--- config.mk ---
export PLATFORM = sky130hd
export DESIGN_NAME = trrc_core
export DESIGN_NICKNAME = d
export VERILOG_FILES = /design/src/pkg/trrc_pkg.sv /design/src/core/trrc_core.sv
export SDC_FILE = /design/constraint.sdc
export NUM_CORES = 1
export LEC_CHECK = 0
export BUFFER_PORTS_ARGS = -buffer_cell sky130_fd_sc_hd__buf_2
export CAP_MARGIN = 20
export CORE_AREA = 2 2 249 251
export DETAILED_ROUTE_END_ITERATION = 8
export DIE_AREA = 0 0 251 253
export PLACE_DENSITY_LB_ADDON = 0.15
export SETUP_SLACK_MARGIN = 0.05
export SLEW_MARGIN = 20
export SYNTH_ARGS = -nofsm -noshare
export SYNTH_HDL_FRONTEND = slang
export SYNTH_SLANG_ARGS = --single-unit
--- constraint.sdc ---
create_clock -name REF_CLK -period 8 [get_ports REF_CLK]
set_clock_uncertainty 0.1 [all_clocks]
set_input_delay 1.6 -clock REF_CLK [delete_from_list [all_inputs] [get_ports REF_CLK]]
set_output_delay 1.6 -clock REF_CLK [all_outputs]
set_load 0.03 [all_outputs]
--- src/pkg/trrc_pkg.sv ---
// Constants for the timer reload, repetition and capture block.
// Assumes a host bus of 8-bit word addresses and 32-bit data, one clock.
// Operation
// - Stopped or unbuffered: written reload value goes active at once.
// - Running and buffered: written reload value goes active at update event.
// - Starting the timer loads the repeat count into the repetition counter.
// - Overflow decrements repetition counter unless overflow mask bit is 1; the code ignores it in edge-aligned down counting.
// - Underflow decrements repetition counter unless underflow mask bit is 1; the code ignores it in edge-aligned up counting.
// - Nonzero repeat count: overflow/underflow updates only when counter reaches zero.
// - Software update or slave reset updates at once and reloads repetition counter.
// - Update event transfers reload and compare values, raises update interrupt.
// - Three channels, each with A and B compare/capture registers and buffers.
// - Six capture inputs, six PWM outputs or three complementary pairs.
// - Internal fourth channel: one compare register, no pin, never captures.
// - Function select 1 puts a channel in capture mode, any counting mode.
// - Software capture request latches counter and clears itself.
// - Selected valid input edge latches counter into the channel register.
// - Edge select: 00 off, 01 rising, 10 falling, 11 both.
// - Each capture sets event flag; interrupt follows when enabled.
// - Each capture issues a DMA request when DMA is enabled.
// - Capture with event flag still set also sets recapture flag.
// - Writing 0 to a clear-register bit clears that status flag.
// - Captures work even while the timer is stopped.
// - Main counter is 16 bits wide.
// - Update event lasts exactly one clock cycle.
package trrc_pkg;
	localparam int COUNT_W = 16;
	localparam int REPEAT_W = 8;
	localparam int NCH = 6;
	localparam logic [7:0] ADDR_CTRL = 8'h00;
	localparam logic [7:0] ADDR_RELOAD = 8'h01;
	localparam logic [7:0] ADDR_REPEAT = 8'h02;
	localparam logic [7:0] ADDR_STATUS = 8'h03;
	localparam logic [7:0] ADDR_CLEAR = 8'h04;
	localparam logic [7:0] ADDR_INTCMP = 8'h05;
	localparam logic [7:0] ADDR_CHCR = 8'h08;
	localparam logic [7:0] ADDR_CCR = 8'h10;
	localparam logic [7:0] ADDR_ACT = 8'h18;
	localparam logic [7:0] ADDR_INTCMP_ACT = 8'h1E;
	localparam int CTRL_EN = 0;
	localparam int CTRL_BUF = 1;
	localparam int CTRL_SWUPD = 2;
	localparam int REPEAT_OVF_MASK = 8;
	localparam int REPEAT_UNF_MASK = 9;
	localparam int CHCR_CS = 0;
	localparam int CHCR_BKS = 1;
	localparam int CHCR_CCG = 3;
	localparam int CHCR_CIE = 4;
	localparam int CHCR_CDE = 5;
	localparam int CHCR_BUFE = 6;
	localparam int STATUS_UPD = 0;
	localparam int STATUS_EVT = 1;
	localparam int STATUS_RECAP = 7;
	localparam logic [15:0] RELOAD_RST = 16'hFFFF;
	localparam logic [1:0] EDGE_OFF = 2'h0;
	localparam logic [1:0] EDGE_RISE = 2'h1;
	localparam logic [1:0] EDGE_FALL = 2'h2;
	localparam logic [1:0] EDGE_BOTH = 2'h3;
endpackage

--- src/core/trrc_core.sv ---
// Reload buffering, repetition counter and six capture channels.
// Assumes the main counter and its overflow/underflow pulses come from outside.
// Assumes one-cycle register strobes and channel pins on the same clock.
`timescale 1ns/1ns
module trrc_core
#(
	parameter int COUNT_W = 16,
	parameter int REPEAT_W = 8
)
(
	input wire logic REF_CLK,
	input wire logic RST_N,
	input wire logic [7:0] ADDR,
	input wire logic [31:0] WDATA,
	input wire logic WR,
	input wire logic RD,
	output logic [31:0] RDATA,
	input wire logic [COUNT_W-1:0] MAIN_COUNTER,
	input wire logic OVERFLOW,
	input wire logic UNDERFLOW,
	input wire logic CENTER_MODE,
	input wire logic DOWN_DIR,
	input wire logic SLAVE_RESET,
	input wire logic [5:0] CH_IN,
	output logic UPDATE_EVENT,
	output logic [COUNT_W-1:0] ACTIVE_RELOAD,
	output logic TIMER_EN,
	output logic [5:0] CH_IRQ,
	output logic [5:0] CH_DMA,
	output logic UPDATE_IRQ
);
	// ----------------------------------------
	// Registers and state
	// ----------------------------------------
	// Timer run state and reload buffer mode
	logic enable;
	logic reload_buffer_enable;
	// Written reload value, waits here while buffered
	logic [COUNT_W-1:0] auto_reload_value;
	// Programmed repeat count and its two mask bits
	logic [REPEAT_W-1:0] repeat_count;
	logic overflow_count_mask;
	logic underflow_count_mask;
	// Live repetition counter, counts down to zero
	logic [REPEAT_W-1:0] rep_left;
	// Compare-only fourth channel, written and active copies
	logic [COUNT_W-1:0] internal_compare_channel;
	logic [COUNT_W-1:0] intcmp_active;
	// Per-channel control, value and active value
	logic [6:0] chcr [6];
	logic [COUNT_W-1:0] ccr [6];
	logic [COUNT_W-1:0] ccr_active [6];
	// Status flags, cleared by writing 0 to the clear word
	logic [5:0] channel_event_flag;
	logic [5:0] channel_recapture_flag;
	logic update_flag;
	// Pin synchroniser stages and edge history
	logic [5:0] sync1;
	logic [5:0] sync2;
	logic [5:0] sync3;
	// Capture strobes, hardware and software
	logic [5:0] cap;
	logic [5:0] sw_cap;
	// Decoded register writes
	logic wr_ctrl;
	logic wr_reload;
	logic wr_repeat;
	logic wr_intcmp;
	logic wr_clear;
	logic sw_update;
	logic start;
	// Repetition tick and combined update cause
	logic rep_tick;
	logic upd;

	// ----------------------------------------
	// Decode and event logic
	// ----------------------------------------
	// Write strobes per register
	assign wr_ctrl = WR && ADDR == trrc_pkg::ADDR_CTRL;
	assign wr_reload = WR && ADDR == trrc_pkg::ADDR_RELOAD;
	assign wr_repeat = WR && ADDR == trrc_pkg::ADDR_REPEAT;
	assign wr_intcmp = WR && ADDR == trrc_pkg::ADDR_INTCMP;
	assign wr_clear = WR && ADDR == trrc_pkg::ADDR_CLEAR;
	// Update request bit is a pulse; it is never stored
	assign sw_update = wr_ctrl && WDATA[trrc_pkg::CTRL_SWUPD];
	// Start only on the 0 to 1 step of the enable bit
	assign start = wr_ctrl && WDATA[trrc_pkg::CTRL_EN] && !enable;

	// Counting tick of the repetition counter, per mask bits
	// Direction only matters in edge-aligned counting;
	// center-aligned mode counts both overflow and underflow.
	always_comb
	begin
		rep_tick = 1'b0;
		if (OVERFLOW && (CENTER_MODE || !DOWN_DIR) && !overflow_count_mask)
			rep_tick = 1'b1;
		if (UNDERFLOW && (CENTER_MODE || DOWN_DIR) && !underflow_count_mask)
			rep_tick = 1'b1;
	end

	// Update when repetition reaches zero, or forced by software or slave reset
	// Forced causes ignore the repetition counter on purpose.
	assign upd = sw_update || SLAVE_RESET || (rep_tick && rep_left == '0);

	// ----------------------------------------
	// Control registers
	// ----------------------------------------
	// Enable, buffer mode, repeat count and masks
	// A new repeat count waits for start, forced update or the next wrap at zero.
	always_ff @(posedge REF_CLK)
	begin
		if (!RST_N)
		begin
			enable <= 1'b0;
			reload_buffer_enable <= 1'b0;
			repeat_count <= '0;
			overflow_count_mask <= 1'b0;
			underflow_count_mask <= 1'b0;
			internal_compare_channel <= '0;
		end
		else
		begin
			if (wr_ctrl)
			begin
				enable <= WDATA[trrc_pkg::CTRL_EN];
				reload_buffer_enable <= WDATA[trrc_pkg::CTRL_BUF];
			end
			if (wr_repeat)
			begin
				repeat_count <= WDATA[REPEAT_W-1:0];
				overflow_count_mask <= WDATA[trrc_pkg::REPEAT_OVF_MASK];
				underflow_count_mask <= WDATA[trrc_pkg::REPEAT_UNF_MASK];
			end
			// Compare only: no capture path reaches this register
			if (wr_intcmp)
				internal_compare_channel <= WDATA[COUNT_W-1:0];
		end
	end

	// Reload value: written copy and active copy
	// Buffered write plus update in one cycle keeps the older value;
	// the new one moves at the following update.
	always_ff @(posedge REF_CLK)
	begin
		if (!RST_N)
		begin
			auto_reload_value <= trrc_pkg::RELOAD_RST;
			ACTIVE_RELOAD <= trrc_pkg::RELOAD_RST;
		end
		else
		begin
			if (wr_reload)
				auto_reload_value <= WDATA[COUNT_W-1:0];
			if (wr_reload && (!enable || !reload_buffer_enable))
				ACTIVE_RELOAD <= WDATA[COUNT_W-1:0];
			else if (upd)
				ACTIVE_RELOAD <= auto_reload_value;
		end
	end

	// Repetition counter; wraps to repeat count after each zero
	// A repeat count of N gives one update per N+1 counted ticks.
	always_ff @(posedge REF_CLK)
	begin
		if (!RST_N)
			rep_left <= '0;
		else if (start || sw_update || SLAVE_RESET)
			rep_left <= repeat_count;
		else if (rep_tick)
		begin
			if (rep_left == '0)
				rep_left <= repeat_count;
			else
				rep_left <= rep_left - 1'b1;
		end
	end

	// Single-cycle update pulse and update flag
	// Update irq follows every event; masking is left to the system.
	always_ff @(posedge REF_CLK)
	begin
		if (!RST_N)
		begin
			UPDATE_EVENT <= 1'b0;
			update_flag <= 1'b0;
			UPDATE_IRQ <= 1'b0;
			TIMER_EN <= 1'b0;
			intcmp_active <= '0;
		end
		else
		begin
			UPDATE_EVENT <= upd;
			TIMER_EN <= wr_ctrl ? WDATA[trrc_pkg::CTRL_EN] : enable;
			// Set wins over a clear in the same cycle
			if (upd)
				update_flag <= 1'b1;
			else if (wr_clear && !WDATA[trrc_pkg::STATUS_UPD])
				update_flag <= 1'b0;
			UPDATE_IRQ <= upd;
			if (upd)
				intcmp_active <= internal_compare_channel;
		end
	end

	// ----------------------------------------
	// Capture channels 1A,1B,2A,2B,3A,3B
	// ----------------------------------------
	// Six independent inputs; pairs share no state.
	// Capture mode only: compare outputs live elsewhere.
	// Filtering is left out; pins must be clean.
	genvar i;
	generate
		for (i = 0; i < 6; i++)
		begin : g_ch
			logic rise;
			logic fall;
			logic [1:0] bks;
			logic wr_cr;
			assign bks = chcr[i][trrc_pkg::CHCR_BKS+1:trrc_pkg::CHCR_BKS];
			assign rise = sync2[i] && !sync3[i];
			assign fall = !sync2[i] && sync3[i];
			assign wr_cr = WR && ADDR == trrc_pkg::ADDR_CHCR + 8'(i);
			// Software request bit forced into capture handling in same cycle
			assign sw_cap[i] = chcr[i][trrc_pkg::CHCR_CCG];
			// Edge qualifies only in capture mode; timer enable plays no part
			assign cap[i] = chcr[i][trrc_pkg::CHCR_CS] && (sw_cap[i]
				|| (bks == trrc_pkg::EDGE_RISE && rise)
				|| (bks == trrc_pkg::EDGE_FALL && fall)
				|| (bks == trrc_pkg::EDGE_BOTH && (rise || fall)));

			// Two-flop synchroniser then edge history
			// Costs three cycles of latency but guards against metastability.
			always_ff @(posedge REF_CLK)
			begin
				if (!RST_N)
				begin
					sync1[i] <= 1'b0;
					sync2[i] <= 1'b0;
					sync3[i] <= 1'b0;
				end
				else
				begin
					sync1[i] <= CH_IN[i];
					sync2[i] <= sync1[i];
					sync3[i] <= sync2[i];
				end
			end

			// Control word; request bit self-clears after one cycle
			always_ff @(posedge REF_CLK)
			begin
				if (!RST_N)
					chcr[i] <= '0;
				else if (wr_cr)
					chcr[i] <= WDATA[6:0];
				else
					chcr[i][trrc_pkg::CHCR_CCG] <= 1'b0;
			end

			// Compare/capture value and active copy
			// Capture wins over a software write in the same cycle.
			always_ff @(posedge REF_CLK)
			begin
				if (!RST_N)
				begin
					ccr[i] <= '0;
					ccr_active[i] <= '0;
				end
				else
				begin
					if (cap[i])
						ccr[i] <= MAIN_COUNTER;
					else if (WR && ADDR == trrc_pkg::ADDR_CCR + 8'(i))
						ccr[i] <= WDATA[COUNT_W-1:0];
					if (upd || !chcr[i][trrc_pkg::CHCR_BUFE])
						ccr_active[i] <= ccr[i];
				end
			end

			// Flags, interrupt and DMA requests
			// Recapture looks at the flag before this capture sets it.
			always_ff @(posedge REF_CLK)
			begin
				if (!RST_N)
				begin
					channel_event_flag[i] <= 1'b0;
					channel_recapture_flag[i] <= 1'b0;
					CH_IRQ[i] <= 1'b0;
					CH_DMA[i] <= 1'b0;
				end
				else
				begin
					if (cap[i])
						channel_event_flag[i] <= 1'b1;
					else if (wr_clear && !WDATA[trrc_pkg::STATUS_EVT+i])
						channel_event_flag[i] <= 1'b0;
					if (cap[i] && channel_event_flag[i])
						channel_recapture_flag[i] <= 1'b1;
					else if (wr_clear && !WDATA[trrc_pkg::STATUS_RECAP+i])
						channel_recapture_flag[i] <= 1'b0;
					CH_IRQ[i] <= cap[i] && chcr[i][trrc_pkg::CHCR_CIE];
					CH_DMA[i] <= cap[i] && chcr[i][trrc_pkg::CHCR_CDE];
				end
			end
		end
	endgenerate

	// ----------------------------------------
	// Read port
	// ----------------------------------------
	// Read data one cycle after the strobe; zero when idle or unmapped
	// Reads have no side effects; flags clear only through the clear word.
	always_ff @(posedge REF_CLK)
	begin
		if (!RST_N)
			RDATA <= '0;
		else if (!RD)
			RDATA <= '0;
		else if (ADDR == trrc_pkg::ADDR_CTRL)
			RDATA <= {30'h0, reload_buffer_enable, enable};
		else if (ADDR == trrc_pkg::ADDR_RELOAD)
			RDATA <= {16'h0, auto_reload_value};
		else if (ADDR == trrc_pkg::ADDR_REPEAT)
			RDATA <= {22'h0, underflow_count_mask, overflow_count_mask, repeat_count};
		else if (ADDR == trrc_pkg::ADDR_STATUS)
			RDATA <= {19'h0, channel_recapture_flag, channel_event_flag, update_flag};
		else if (ADDR == trrc_pkg::ADDR_INTCMP)
			RDATA <= {16'h0, internal_compare_channel};
		else if (ADDR[7:3] == trrc_pkg::ADDR_CHCR[7:3] && ADDR[2:0] < 3'h6)
			RDATA <= {25'h0, chcr[ADDR[2:0]]};
		else if (ADDR[7:3] == trrc_pkg::ADDR_CCR[7:3] && ADDR[2:0] < 3'h6)
			RDATA <= {16'h0, ccr[ADDR[2:0]]};
		else if (ADDR[7:3] == trrc_pkg::ADDR_ACT[7:3] && ADDR[2:0] < 3'h6)
			RDATA <= {16'h0, ccr_active[ADDR[2:0]]};
		else if (ADDR == trrc_pkg::ADDR_INTCMP_ACT)
			RDATA <= {16'h0, intcmp_active};
		else
			RDATA <= '0;
	end
endmodule

# Yosys cells after proc, flatten, opt, wreduce, memory -nomap -nowiden
# Memory sizes are Yosys's and may differ from the RTL's.
# Cells that the tools add are included.
# word_totals
register_bits	160
in_bits	71
mem_count	3
ram_bits	234
output_inout_bits	63
wordCells	491
# memory_table
name	depth	word_bits	read_ports	rd_clocked_by_memory_dff	write_ports	line	source
ccr	6	16	7	0	6	trrc_core.sv:51	logic [COUNT_W-1:0] ccr [6];
ccr_active	6	16	1	0	6	trrc_core.sv:52	logic [COUNT_W-1:0] ccr_active [6];
chcr	6	7	7	0	6	trrc_core.sv:50	logic [6:0] chcr [6];
# op_classes
mux	169
magnitude_cmp	1
bitwise_logic	32
addsub	1
n_reduce_logical	189
n_eq_ne	39
# ops
cell	n
2-to-1 mux 16 bit	28
2-to-1 mux 1 bit	131
logical AND 1 bit	96
== test 8 x 5 -> 1 bit (second input constant)	7
== test 8 x 4 -> 1 bit (second input constant)	6
2-to-1 mux 7 bit	6
logical OR 1 bit	37
zero test 1 bit	36
bitwise OR 1 bit	30
nonzero test 2 bit	15
== test 2 bit (second input constant)	12
2-to-1 mux 8 bit	3
== test 8 x 2 -> 1 bit (second input constant)	2
== test 8 x 3 -> 1 bit (second input constant)	2
zero test 8 bit	2
== test 2 x 1 -> 1 bit (second input constant)	6
== test 5 x 2 -> 1 bit (second input constant)	2
OR reduction 10 bit	1
== test 8 x 1 -> 1 bit (second input constant)	1
subtractor 8 x 1 -> 8 bit (second input constant)	1
== test 5 x 1 -> 1 bit (second input constant)	1
< comparator 3 bit (second input constant)	1
OR reduction 3 bit	1
2-to-1 mux 2 bit	1
2 further kinds	3

# Depth between registers and ports, before layout
# Gate-level depths: netlist of run 1.
# logic_depth
depth_word	13
depth_mapped	9
depth_no_buf	7

# Worst setup path before layout of run 1
# No wires, ideal clock.
# synth_path
path_kind	input-to-reg
start	input port ADDR[5]
end	memory ccr[4][0], enable pin
cell_stages	4
t_arrival_ns	4.359
t_required_ns	7.453
setup_time_ns	0.447
slack_ns	3.094
path_buffers	1
cell_sequence	nor4b_4 -> nand3_1 -> buf_2 -> o311ai_0
# synth_lines
element	line	source
start, declared	trrc_core.sv:13	input wire logic [7:0] ADDR,
end, declared	trrc_core.sv:51	

==> impl_metrics.py, run 1 <==
metrics = {
    "outcome": {
        "status": "completed",
    },
    "synth": {
        "muxShareOfSynthArea_pct": 7.44,
        "synth.most_common_cell": "edfxtp_1",
        "yosysTopAreaCellShare_pct": 38.8,
        "yosysWarnings": 0,
        "async_reset_ff_share_pct": 0,
        "synthDistinctLibCells": 71,
        "synth_area_leaders": "edfxtp_1, dfxtp_1, and2_1",
        "synth-adder-area-share_pct": 0.967,
        "synth_top_family_by_area": "compound AO/OA/AOI/OAI gates",
        "avgSynthCellArea_um2": 11.1,
        "synth_top_area_cell": "edfxtp_1",
        "ys_top_cells_by_count": "edfxtp_1, and2_1, nand2_1",
        "synth_compound_area_share_pct": 16.5,
        "ys_seq_area_share_pct": 54.7,
        "synth-seq-cells": 378,
        "synth-xor-area-share_pct": 0,
        "syn_area_um2": 18100,
        "synth_simple_gate_area_share_pct": 15.9,
        "synthCells": 1631,
        "synth_ff_type": "edfxtp_1",
        "synth_edf_count": 234,
    },
    "worst_hold_path": {
        "holdCritPathClass": "flop to flop",
    },
    "sta": {
        "fmax_mhz": 230,
        "maxSlewHeadroom_pct": 20.9,
        "hold_ws_ps": 330,
        "setup_viol": 0,
        "period_minus_slack_ps": 4350,
        "fin_setup_tns_ps": 0,
        "worst_pin_slew_ps": 1190,
        "hold_viol_final": 0,
        "maxSlewViolCount": 0,
        "rsz0062_at_grt": "no",
        "period_share_pct": 54.3,
    },
    "critical_path": {
        "path_class": "primary input to flop",
        "path_max_fanout": 16,
        "max_stage_delay_ps": 1160,
        "critPathArrivalTime_ps": 4690,
        "crit_slowest_cell": "nor3b_4",
        "cp_cell_sequence": "buf_2, nor4b_4, nand3_1, nor3b_4, a22o_1",
        "cp-start-kind": "primary input",
        "worst_setup_path_end_kind": "flop",
        "cp.required_ps": 8350,
    },
    "global_routing": {
        "grt_first_pass_wirelength_um": 94300,
        "grt_pass1_vias": 13400,
        "grt.total_usage_pct": 20.5,
        "grt_max_degree": 97,
        "grt-ovfl-total": 0,
        "antenna_found_initial": 5,
    },
    "cts": {
        "postCtsHoldBufs": 0,
        "cts_tree": "done",
        "clkSinkCount": 378,
        "cts_root_buf": "clkbuf_16",
        "cts_resized": 0,
        "cts_setup_buffers": 0,
        "clk_latency_ps": 580,
        "clk_pin_slew_ps": 60,
        "cts.htree.levels": 2,
        "cts.path.max_buffers": 3,
        "cts_buffers": 45,
    },
    "floorplanning": {
        "core_area_um2": 61000,
        "fp.dieH_um": 253,
        "rows": 91,
        "die_x_um": 251,
        "dieArea_um2": 63500,
        "start_util_pct": 29.7,
        "io_pins": 134,
    },
    "job": {
        "maxCapViolCount": 0,
    },
    "place": {
        "port_buffers": 101,
        "hpwl_um": 43300,
        "globalplace.congestion": 0.849,
    },
    "drt": {
        "drcViolationCount": 0,
        "drt_iter0_markers": 1148,
        "ant_nets": 0,
        "routed_wl_um": 65800,
        "vias": 13600,
        "wl_per_cell_um": 26.1,
        "firstDrtPassIters": 5,
        "avgViaCountPerCell": 5.39,
    },
    "final_layout": {
        "drive_gt1_share_pct": 16.1,
        "layout.nets": 1779,
        "syn2layout_area_growth_pct": 15.2,
    },
    "power_and_ir_drop": {
        "ir_drop_uv": 125,
        "power_density_nw_per_um2": 244,
        "leakage_uw": 0.00793,
    },
}
## routing by layer
metal  vias to the layer above  wire [µm]  track usage (%)
li1                       6138          -                -
met1                      6841      29000             27.6
met2                       470      30300             32.8
met3                       139       3600             2.81
met4                         0       2870             9.39
met5                         -          0                0
## logic make-up after synthesis
group	count (synthesis)
buffers and inverters	167
and+or+nand+nor	543
muxes	108
other	2
DFF	378
AOI/OAI and AO/OA	419
adders and majority gates	14
## placed cells by master, fill, tap and decap left out, types with 8 or more instances in the layout
cell type | synthesis | final
o211ai_1 | 18 | 18
and2_1 | 165 | 165
dfxtp_1 | 144 | 144
a2bb2oi_1 | 8 | 8
inv_1 | 22 | 21
nand2_1 | 164 | 163
a31oi_1 | 25 | 25
mux4_2 | 20 | 20
nand2b_1 | 11 | 11
mux2_2 | 13 | 13
buf_2 | 30 | 100
a21oi_1 | 100 | 100
mux2i_1 | 75 | 75
nand3_1 | 80 | 80
edfxtp_1 | 234 | 234
ha_1 | 14 | 14
nor3_1 | 8 | 8
conb_1 | 2 | 22
a22o_1 | 97 | 97
clkbuf_1 | 71 | 15
nor2b_1 | 8 | 8
a21o_1 | 9 | 9
o21ai_0 | 69 | 68
a221oi_1 | 9 | 9
nor2_1 | 60 | 56
buf_4 | 30 | 38
a22oi_1 | 17 | 17
clkbuf_16 | 0 | 50
## sequential cells by signal, summed over array words and instances, names as in the netlist
name,flops
ccr,96
ccr_active,96
chcr,42
ACTIVE_RELOAD,16
RDATA,16
auto_reload_value,16
intcmp_active,16
internal_compare_channel,16
rep_left,8
repeat_count,8
CH_DMA,6
CH_IRQ,6
channel_event_flag,6
channel_recapture_flag,6
sync1,6
sync2,6
sync3,6
TIMER_EN,1
UPDATE_IRQ,1
overflow_count_mask,1
reload_buffer_enable,1
underflow_count_mask,1
update_flag,1
## area by class of cell
| cell class | instances | area [µm²] |
|---|---|---|
| clock inverter | 13 | 146 |
| antenna | 2 | 5.00 |
| sequential | 378 | 9910 |
| fill | 6161 | 40200 |
| timing repair buffer | 141 | 832 |
| multi-input combinational | 1106 | 7550 |
| tap | 790 | 988 |
| clock buffer | 68 | 1350 |
| inverter | 22 | 82.6 |
## report_power, final
part | leakage, µW | internal (µW) | total, µW | switching (µW)
clock | 0.000735 | 1260 | 2110 | 849
combinational | 0.00348 | 225 | 689 | 463
sequential | 0.00371 | 2240 | 2300 | 66.1
## final timing paths
path / start / end / slack, ps / cells after the start
worst min register to register: sync1[4] / sync2[4] / 330 / 1
worst max-delay path: ADDR[5] / ccr[0][15] / 3650 / 5
worst min-delay path: sync1[4] / sync2[4] / 330 / 1
worst max register to register: sync2[3] / ccr[3][8] / 4730 / 7
## critical path: cells and delay by family
family / cells / cell delay (ps)
AOI/OAI and AO/OA: 1 / 260
and+or+nand+nor: 3 / 2680
buffers and inverters: 1 / 140
## per-stage QoR
stage               worst slack [ps]  power (µW)  cell area [µm²]  utilization (%)  instances
floorplan                       3090        2780            18200                -       1651
global placement                3160        3020            19300             31.7       2436
detailed placement              3160        3030            19300             31.7       2436
CTS                             3780        5140            20800             34.1       2517
global route                    3590        5270            20900             34.2       2519
finish                          3650        5100            20900             34.2       2520
Note: power is estimated with default switching activity, not from simulation.
==> inputs of run 2 (changes only) <==
Settings changed: ABC_AREA set to 1, CORE_AREA 2 2 249 251 to 2 2 245 247, DIE_AREA 0 0 251 253 to 0 0 247 249.
Clock period 8 ns to 4.5 ns, I/O delays scaled along.
==> run 2 against run 1 <==
Against the previous run:
- setup slack got worse by 2900 ps
- combinational power increased by 52%
- flip-flop and latch count unchanged
- final cell count increased by 14%
- sequential power increased by 75%
- global-route usage increased by 0.20 points
- utilization increased by 0.21 points
- clock-buffer cell count decreased by 6
- hold slack got worse by 24 ps
- total power increased by 70%
- critical path depth increased by 6
- critical path type is now flop to flop
==> impl_metrics.py, run 2 <==
metrics = {
    "outcome": {
        "status": "completed",
    },
    "global_routing": {
        "grt_max_degree": 76,
        "grt-ovfl-total": 0,
        "grt.total_usage_pct": 20.7,
        "grt_pass1_vias": 14000,
        "grt_first_pass_wirelength_um": 93400,
        "antenna_found_initial": 0,
    },
    "final_layout": {
        "layout.nets": 2157,
        "fillers": 6085,
        "multi_input_area_um2": 6080,
        "antenna_cells": 0,
        "final_common_cell": "nand2_1",
        "ff_latch_area_um2": 9910,
        "drive_gt1_share_pct": 12.3,
        "syn2layout_area_growth_pct": 15.5,
        "mostFrequentLayoutCells": "nand2_1, inv_1, edfxtp_1",
        "top_regs": "ccr x96, ccr_active x96, chcr x42",
        "final_util_pct": 34.4,
    },
    "worst_hold_path": {
        "holdCritPathClass": "flop to flop",
    },
    "synth": {
        "avgSynthCellArea_um2": 8.80,
        "synth_ff_type": "edfxtp_1",
        "async_reset_ff_share_pct": 0,
        "synthDistinctLibCells": 42,
        "synth_area_leaders": "edfxtp_1, dfxtp_1, nand2_1",
        "synthCells": 1986,
        "syn_area_um2": 17500,
        "yosysTopAreaCellShare_pct": 40.2,
        "ys_top_cells_by_count": "nand2_1, inv_1, edfxtp_1",
        "synth_edf_count": 234,
        "synth.most_common_cell": "nand2_1",
        "yosysWarnings": 0,
        "ys_seq_area_share_pct": 56.7,
        "synth_top_area_cell": "edfxtp_1",
        "synth-seq-cells": 378,
    },
    "floorplanning": {
        "start_util_pct": 29.8,
        "fp.dieH_um": 249,
        "io_pins": 134,
        "dieArea_um2": 61500,
        "rows": 89,
        "core_area_um2": 58700,
        "die_x_um": 247,
    },
    "cts": {
        "cts_buffers": 42,
        "clk_latency_ps": 580,
        "clk_pin_slew_ps": 60,
        "cts_tree": "done",
        "postCtsHoldBufs": 0,
        "cts_setup_buffers": 0,
        "cts_resized": 0,
        "clkSinkCount": 378,
        "cts.htree.levels": 2,
        "cts.path.max_buffers": 3,
        "cts_root_buf": "clkbuf_16",
    },
    "power_and_ir_drop": {
        "leakage_uw": 0.00860,
        "power_density_nw_per_um2": 428,
        "ir_drop_uv": 211,
    },
    "sta": {
        "maxSlewHeadroom_pct": 23.8,
        "hold_viol_final": 0,
        "period_share_pct": 83.5,
        "period_minus_slack_ps": 3760,
        "rsz0062_at_grt": "no",
        "maxSlewViolCount": 0,
        "worst_pin_slew_ps": 1140,
        "fmax_mhz": 266,
        "setup_viol": 0,
        "fin_setup_tns_ps": 0,
    },
    "critical_path": {
        "crit_slowest_cell": "nand2_1",
        "crit_top_cell": "nand2_1",
        "path_buf_inv": 2,
        "cp_cell_sequence": "inv_1, ha_1, nand3_1, o21ai_0, o21bai_1, nand2_1, inv_1, nand2_1, nand2_1, o21ai_0, a21oi_1",
        "max_stage_delay_ps": 610,
        "cp_top_family": "simple AND/OR/NAND/NOR gates",
        "path_max_fanout": 16,
        "cp-start-kind": "flop",
        "cp.required_ps": 4760,
        "path_class": "flop to flop",
        "critPathArrivalTime_ps": 4020,
        "worst_setup_path_end_kind": "flop",
    },
    "drt": {
        "drcViolationCount": 0,
        "vias": 14300,
        "ant_nets": 0,
        "avgViaCountPerCell": 4.98,
        "firstDrtPassIters": 5,
        "routed_wl_um": 64000,
        "drt_iter0_markers": 1348,
        "wl_per_cell_um": 22.3,
    },
    "place": {
        "globalplace.congestion": 0.836,
        "port_buffers": 101,
        "hpwl_um": 42800,
    },
    "job": {
        "maxCapViolCount": 0,
    },
}
-- run 2: cell count changes after synthesis, moves of 21 or more --
cell,before,now
and2_1,165,0
nand3_1,80,101
o21ai_0,69,136
nand4_1,4,27
mux2i_1,75,0
nor2_1,60,224
nand2_1,164,408
o22ai_1,7,122
a22o_1,97,2
inv_1,22,243
-- run 2: final timing paths --
path                                from          to  slack (ps)  cells after the start
worst max-delay path            sync2[4]  ccr[4][11]         740                     11
worst min-delay path            sync1[0]    sync2[0]         310                      2
worst max register to register  sync2[4]  ccr[4][11]         740                     11
worst min register to register  sync1[0]    sync2[0]         310                      2
-- run 2: power breakdown --
| part | switching [µW] | internal (µW) | leakage [µW] |
|---|---|---|---|
| combinational | 782 | 272 | 0.00420 |
| clock | 1430 | 2120 | 0.000695 |
| sequential | 95.1 | 3940 | 0.00371 |
| total | 2310 | 6340 | 0.00860 |
-- run 2: layer usage --
metal | vias up | GRT usage [%] | part of all wire, %
met3 | 122 | 3.35 | 5.9
met5 | - | 0 | 0
met1 | 6867 | 28.1 | 45
met4 | 0 | 7.09 | 3.3
met2 | 484 | 33.3 | 46
li1 | 6843 | - | -
-- run 2: through the flow --
| step | power (µW) | area, µm² | hold slack [ps] | std cells | worst slack, ps |
|---|---|---|---|---|---|
| floorplan | 4770 | 17600 | 290 | 2006 | 1630 |
| global placement | 5150 | 18800 | 293 | 2801 | 796 |
| detailed placement | 5160 | 18800 | 300 | 2801 | 752 |
| CTS | 8720 | 20200 | 313 | 2876 | 821 |
| global route | 8950 | 20200 | 326 | 2876 | 606 |
| finish | 8650 | 20200 | 306 | 2876 | 745 |
-- run 2: cell families (layout without fill, tap and decap cells) --
family | Yosys count | after routing | share of synthesized area (%)
simple gates | 787 | 787 | 18.6
xor+xnor | 5 | 5 | 0.251
compound gates | 420 | 420 | 14.4
other cells | 2 | 22 | 0.0430
buf+inv | 380 | 477 | 9.00
flops | 378 | 378 | 56.7
fa+ha+maj | 14 | 14 | 1.00
-- run 2: final cells by class --
cell class              instances  area share [%]
flip-flops and latches        378            49.1
clock buffers                  62            6.30
well taps                     773            4.79
inverters                     256            4.80
multi-input cells            1248            30.1
clock inverters                13           0.682
repair buffers                146            4.19
-- run 2: worst register-to-register path, delay by kind of cell (launching register included) --
| family | cells | cell delay, ps |
|---|---|---|
| simple gates | 4 | 1480 |
| compound gates | 4 | 790 |
| buf+inv | 2 | 530 |
| fa+ha+maj | 1 | 280 |
| flops | 1 | 360 |
==> inputs of run 3 (changes only) <==
Settings changed: ABC_AREA 1 to 0, CORE_AREA 2 2 245 247 to 2 2 249 251, DIE_AREA 0 0 247 249 to 0 0 251 253.
Clock period 4.5 ns to 3.7 ns, I/O delays scaled along.
==> run 3 against run 2 <==
Against the previous run:
- setup slack better by 0.77 ps
- critical path depth is 4 lower
- final cell count shrank 11%
- non-clock buffer count increased by 41
- via count decreased by 3.5%
- die area up 3.3%
- global-route usage up 0.069 points
- largest cell class unchanged
- largest power group unchanged
- highest routed layer unchanged
==> impl_metrics.py, run 3 (same netlist as run 1, synthesis figures left out) <==
metrics = {
    "critical_path": {
        "path_buf_inv": 2,
        "cp-start-kind": "primary input",
        "cp.required_ps": 4060,
        "worstReg2RegEnd": "ccr_active[5][0]",
        "critPathArrivalTime_ps": 3320,
        "path_max_fanout": 18,
        "cp_top_family": "simple AND/OR/NAND/NOR gates",
        "regToRegSetupSlack_ps": 930,
        "r2r_start": "rep_left[2]",
        "max_stage_delay_ps": 690,
        "path_class": "primary input to flop",
        "worst_setup_path_end_kind": "flop",
        "crit_slowest_cell": "and3_1",
        "reg2regPathDepth": 5,
        "cp_cell_sequence": "buf_2, nor4_4, buf_4, and3_1, nand3_1, nor2_1, a31oi_1",
    },
    "worst_hold_path": {
        "min_path_cells": 2,
        "min-delay-start": "CH_IN[4]",
        "holdCritPathClass": "primary input to flop",
        "min_to": "sync1[4]",
    },
    "floorplanning": {
        "rows": 91,
        "core_area_um2": 61000,
        "die_x_um": 251,
        "io_pins": 134,
        "start_util_pct": 29.7,
        "dieArea_um2": 63500,
        "fp.dieH_um": 253,
    },
    "final_layout": {
        "fillers": 6143,
        "layout.nets": 1826,
        "drive_gt1_share_pct": 18.0,
        "syn2layout_area_growth_pct": 16.6,
        "top_regs": "ccr x96, ccr_active x96, chcr x42",
        "final_common_cell": "edfxtp_1",
        "mostFrequentLayoutCells": "edfxtp_1, and2_1, nand2_1",
    },
    "sta": {
        "setup_viol": 0,
        "period_share_pct": 79.9,
        "maxSlewViolCount": 0,
        "period_minus_slack_ps": 2950,
        "maxSlewHeadroom_pct": 42.3,
        "rsz0062_at_grt": "no",
        "worst_pin_slew_ps": 857,
        "fmax_mhz": 338,
        "hold_viol_final": 0,
        "fin_setup_tns_ps": 0,
    },
    "power_and_ir_drop": {
        "ir_drop_uv": 299,
        "power_density_nw_per_um2": 512,
        "leakage_uw": 0.00811,
        "p_total_uw": 10800,
    },
    "global_routing": {
        "grt-ovfl-total": 0,
        "grt_first_pass_wirelength_um": 95300,
        "antenna_found_initial": 6,
        "grt_pass1_vias": 13800,
        "grt.total_usage_pct": 20.8,
        "grt_max_degree": 45,
    },
    "drt": {
        "wl_per_cell_um": 25.7,
        "ant_nets": 0,
        "vias": 13800,
        "routed_wl_um": 66100,
        "avgViaCountPerCell": 5.38,
        "firstDrtPassIters": 7,
        "drt_iter0_markers": 1260,
        "drcViolationCount": 0,
    },
    "cts": {
        "cts_setup_buffers": 0,
        "postCtsHoldBufs": 0,
        "clk_latency_ps": 590,
        "cts_resized": 0,
        "cts.htree.levels": 2,
        "clk_pin_slew_ps": 60,
        "cts.path.max_buffers": 3,
        "clkSinkCount": 378,
        "cts_tree": "done",
        "cts_buffers": 46,
        "cts_root_buf": "clkbuf_16",
    },
    "place": {
        "hpwl_um": 44600,
        "globalplace.congestion": 0.836,
        "port_buffers": 101,
    },
    "job": {
        "maxCapViolCount": 0,
    },
    "outcome": {
        "status": "completed",
    },
}
run 3: changes by cell type in the layout (fill, tap and decap cells not counted), sizes merged, moves of 24 or more:
cell / delta
nand4: -24
inv: -225
o22ai: -115
mux2i: +75
a22o: +95
buf: +41
nand2: -250
nor2: -179
and2: +165
o21ai: -74
a31oi: +24
run 3: report_power, final:
group | total (µW) | leakage [µW] | switching, µW | internal (µW)
Combinational | 1530 | 0.00370 | 1010 | 518
Sequential | 4970 | 0.00371 | 141 | 4830
Clock | 4300 | 0.000691 | 1830 | 2470
run 3: area by class of cell:
cell class              count  area, µm²  share of cell area, %
diodes                      3       7.51                 0.0356
clock buffers              66       1280                   6.05
repair buffers            187       1190                   5.66
multi-input cells        1106       7520                   35.6
clock inverters            16        125                  0.593
flip-flops and latches    378       9910                   46.9
inverters                  22       82.6                  0.391
well taps                 790        988                   4.68
run 3: routing by layer:
metal | part of all wire [%] | vias up | global-route usage (%)
li1 | - | 6238 | -
met1 | 43 | 6898 | 27.4
met2 | 45 | 532 | 33.0
met3 | 7.0 | 141 | 4.33
met4 | 4.5 | 0 | 9.05
met5 | 0 | - | 0
run 3: worst max-delay path by stage:
stage,from,to,slack [ps],depth (start not counted)
2_1_floorplan,ADDR[5],ccr[4][0],340,4
3_3_place_gp,ADDR[1],ACTIVE_RELOAD[0],200,7
3_5_place_dp,ADDR[1],ACTIVE_RELOAD[0],180,7
4_1_cts,ADDR[5],ACTIVE_RELOAD[0],800,7
5_1_grt,ADDR[1],ACTIVE_RELOAD[1],540,7
6_report,ADDR[5],ACTIVE_RELOAD[0],750,7
run 3: per-stage QoR:
step / instance area [µm²] / hold WS, ps / cells / utilization [%] / worst slack [ps]
floorplan: 18200 / 312 / 1651 / - / 338
finish: 21100 / 252 / 2568 / 34.6 / 746
global route: 21100 / 241 / 2565 / 34.6 / 544
detailed placement: 19700 / 320 / 2483 / 32.3 / 183
global placement: 19700 / 316 / 2483 / 32.3 / 201
CTS: 21100 / 220 / 2565 / 34.6 / 803
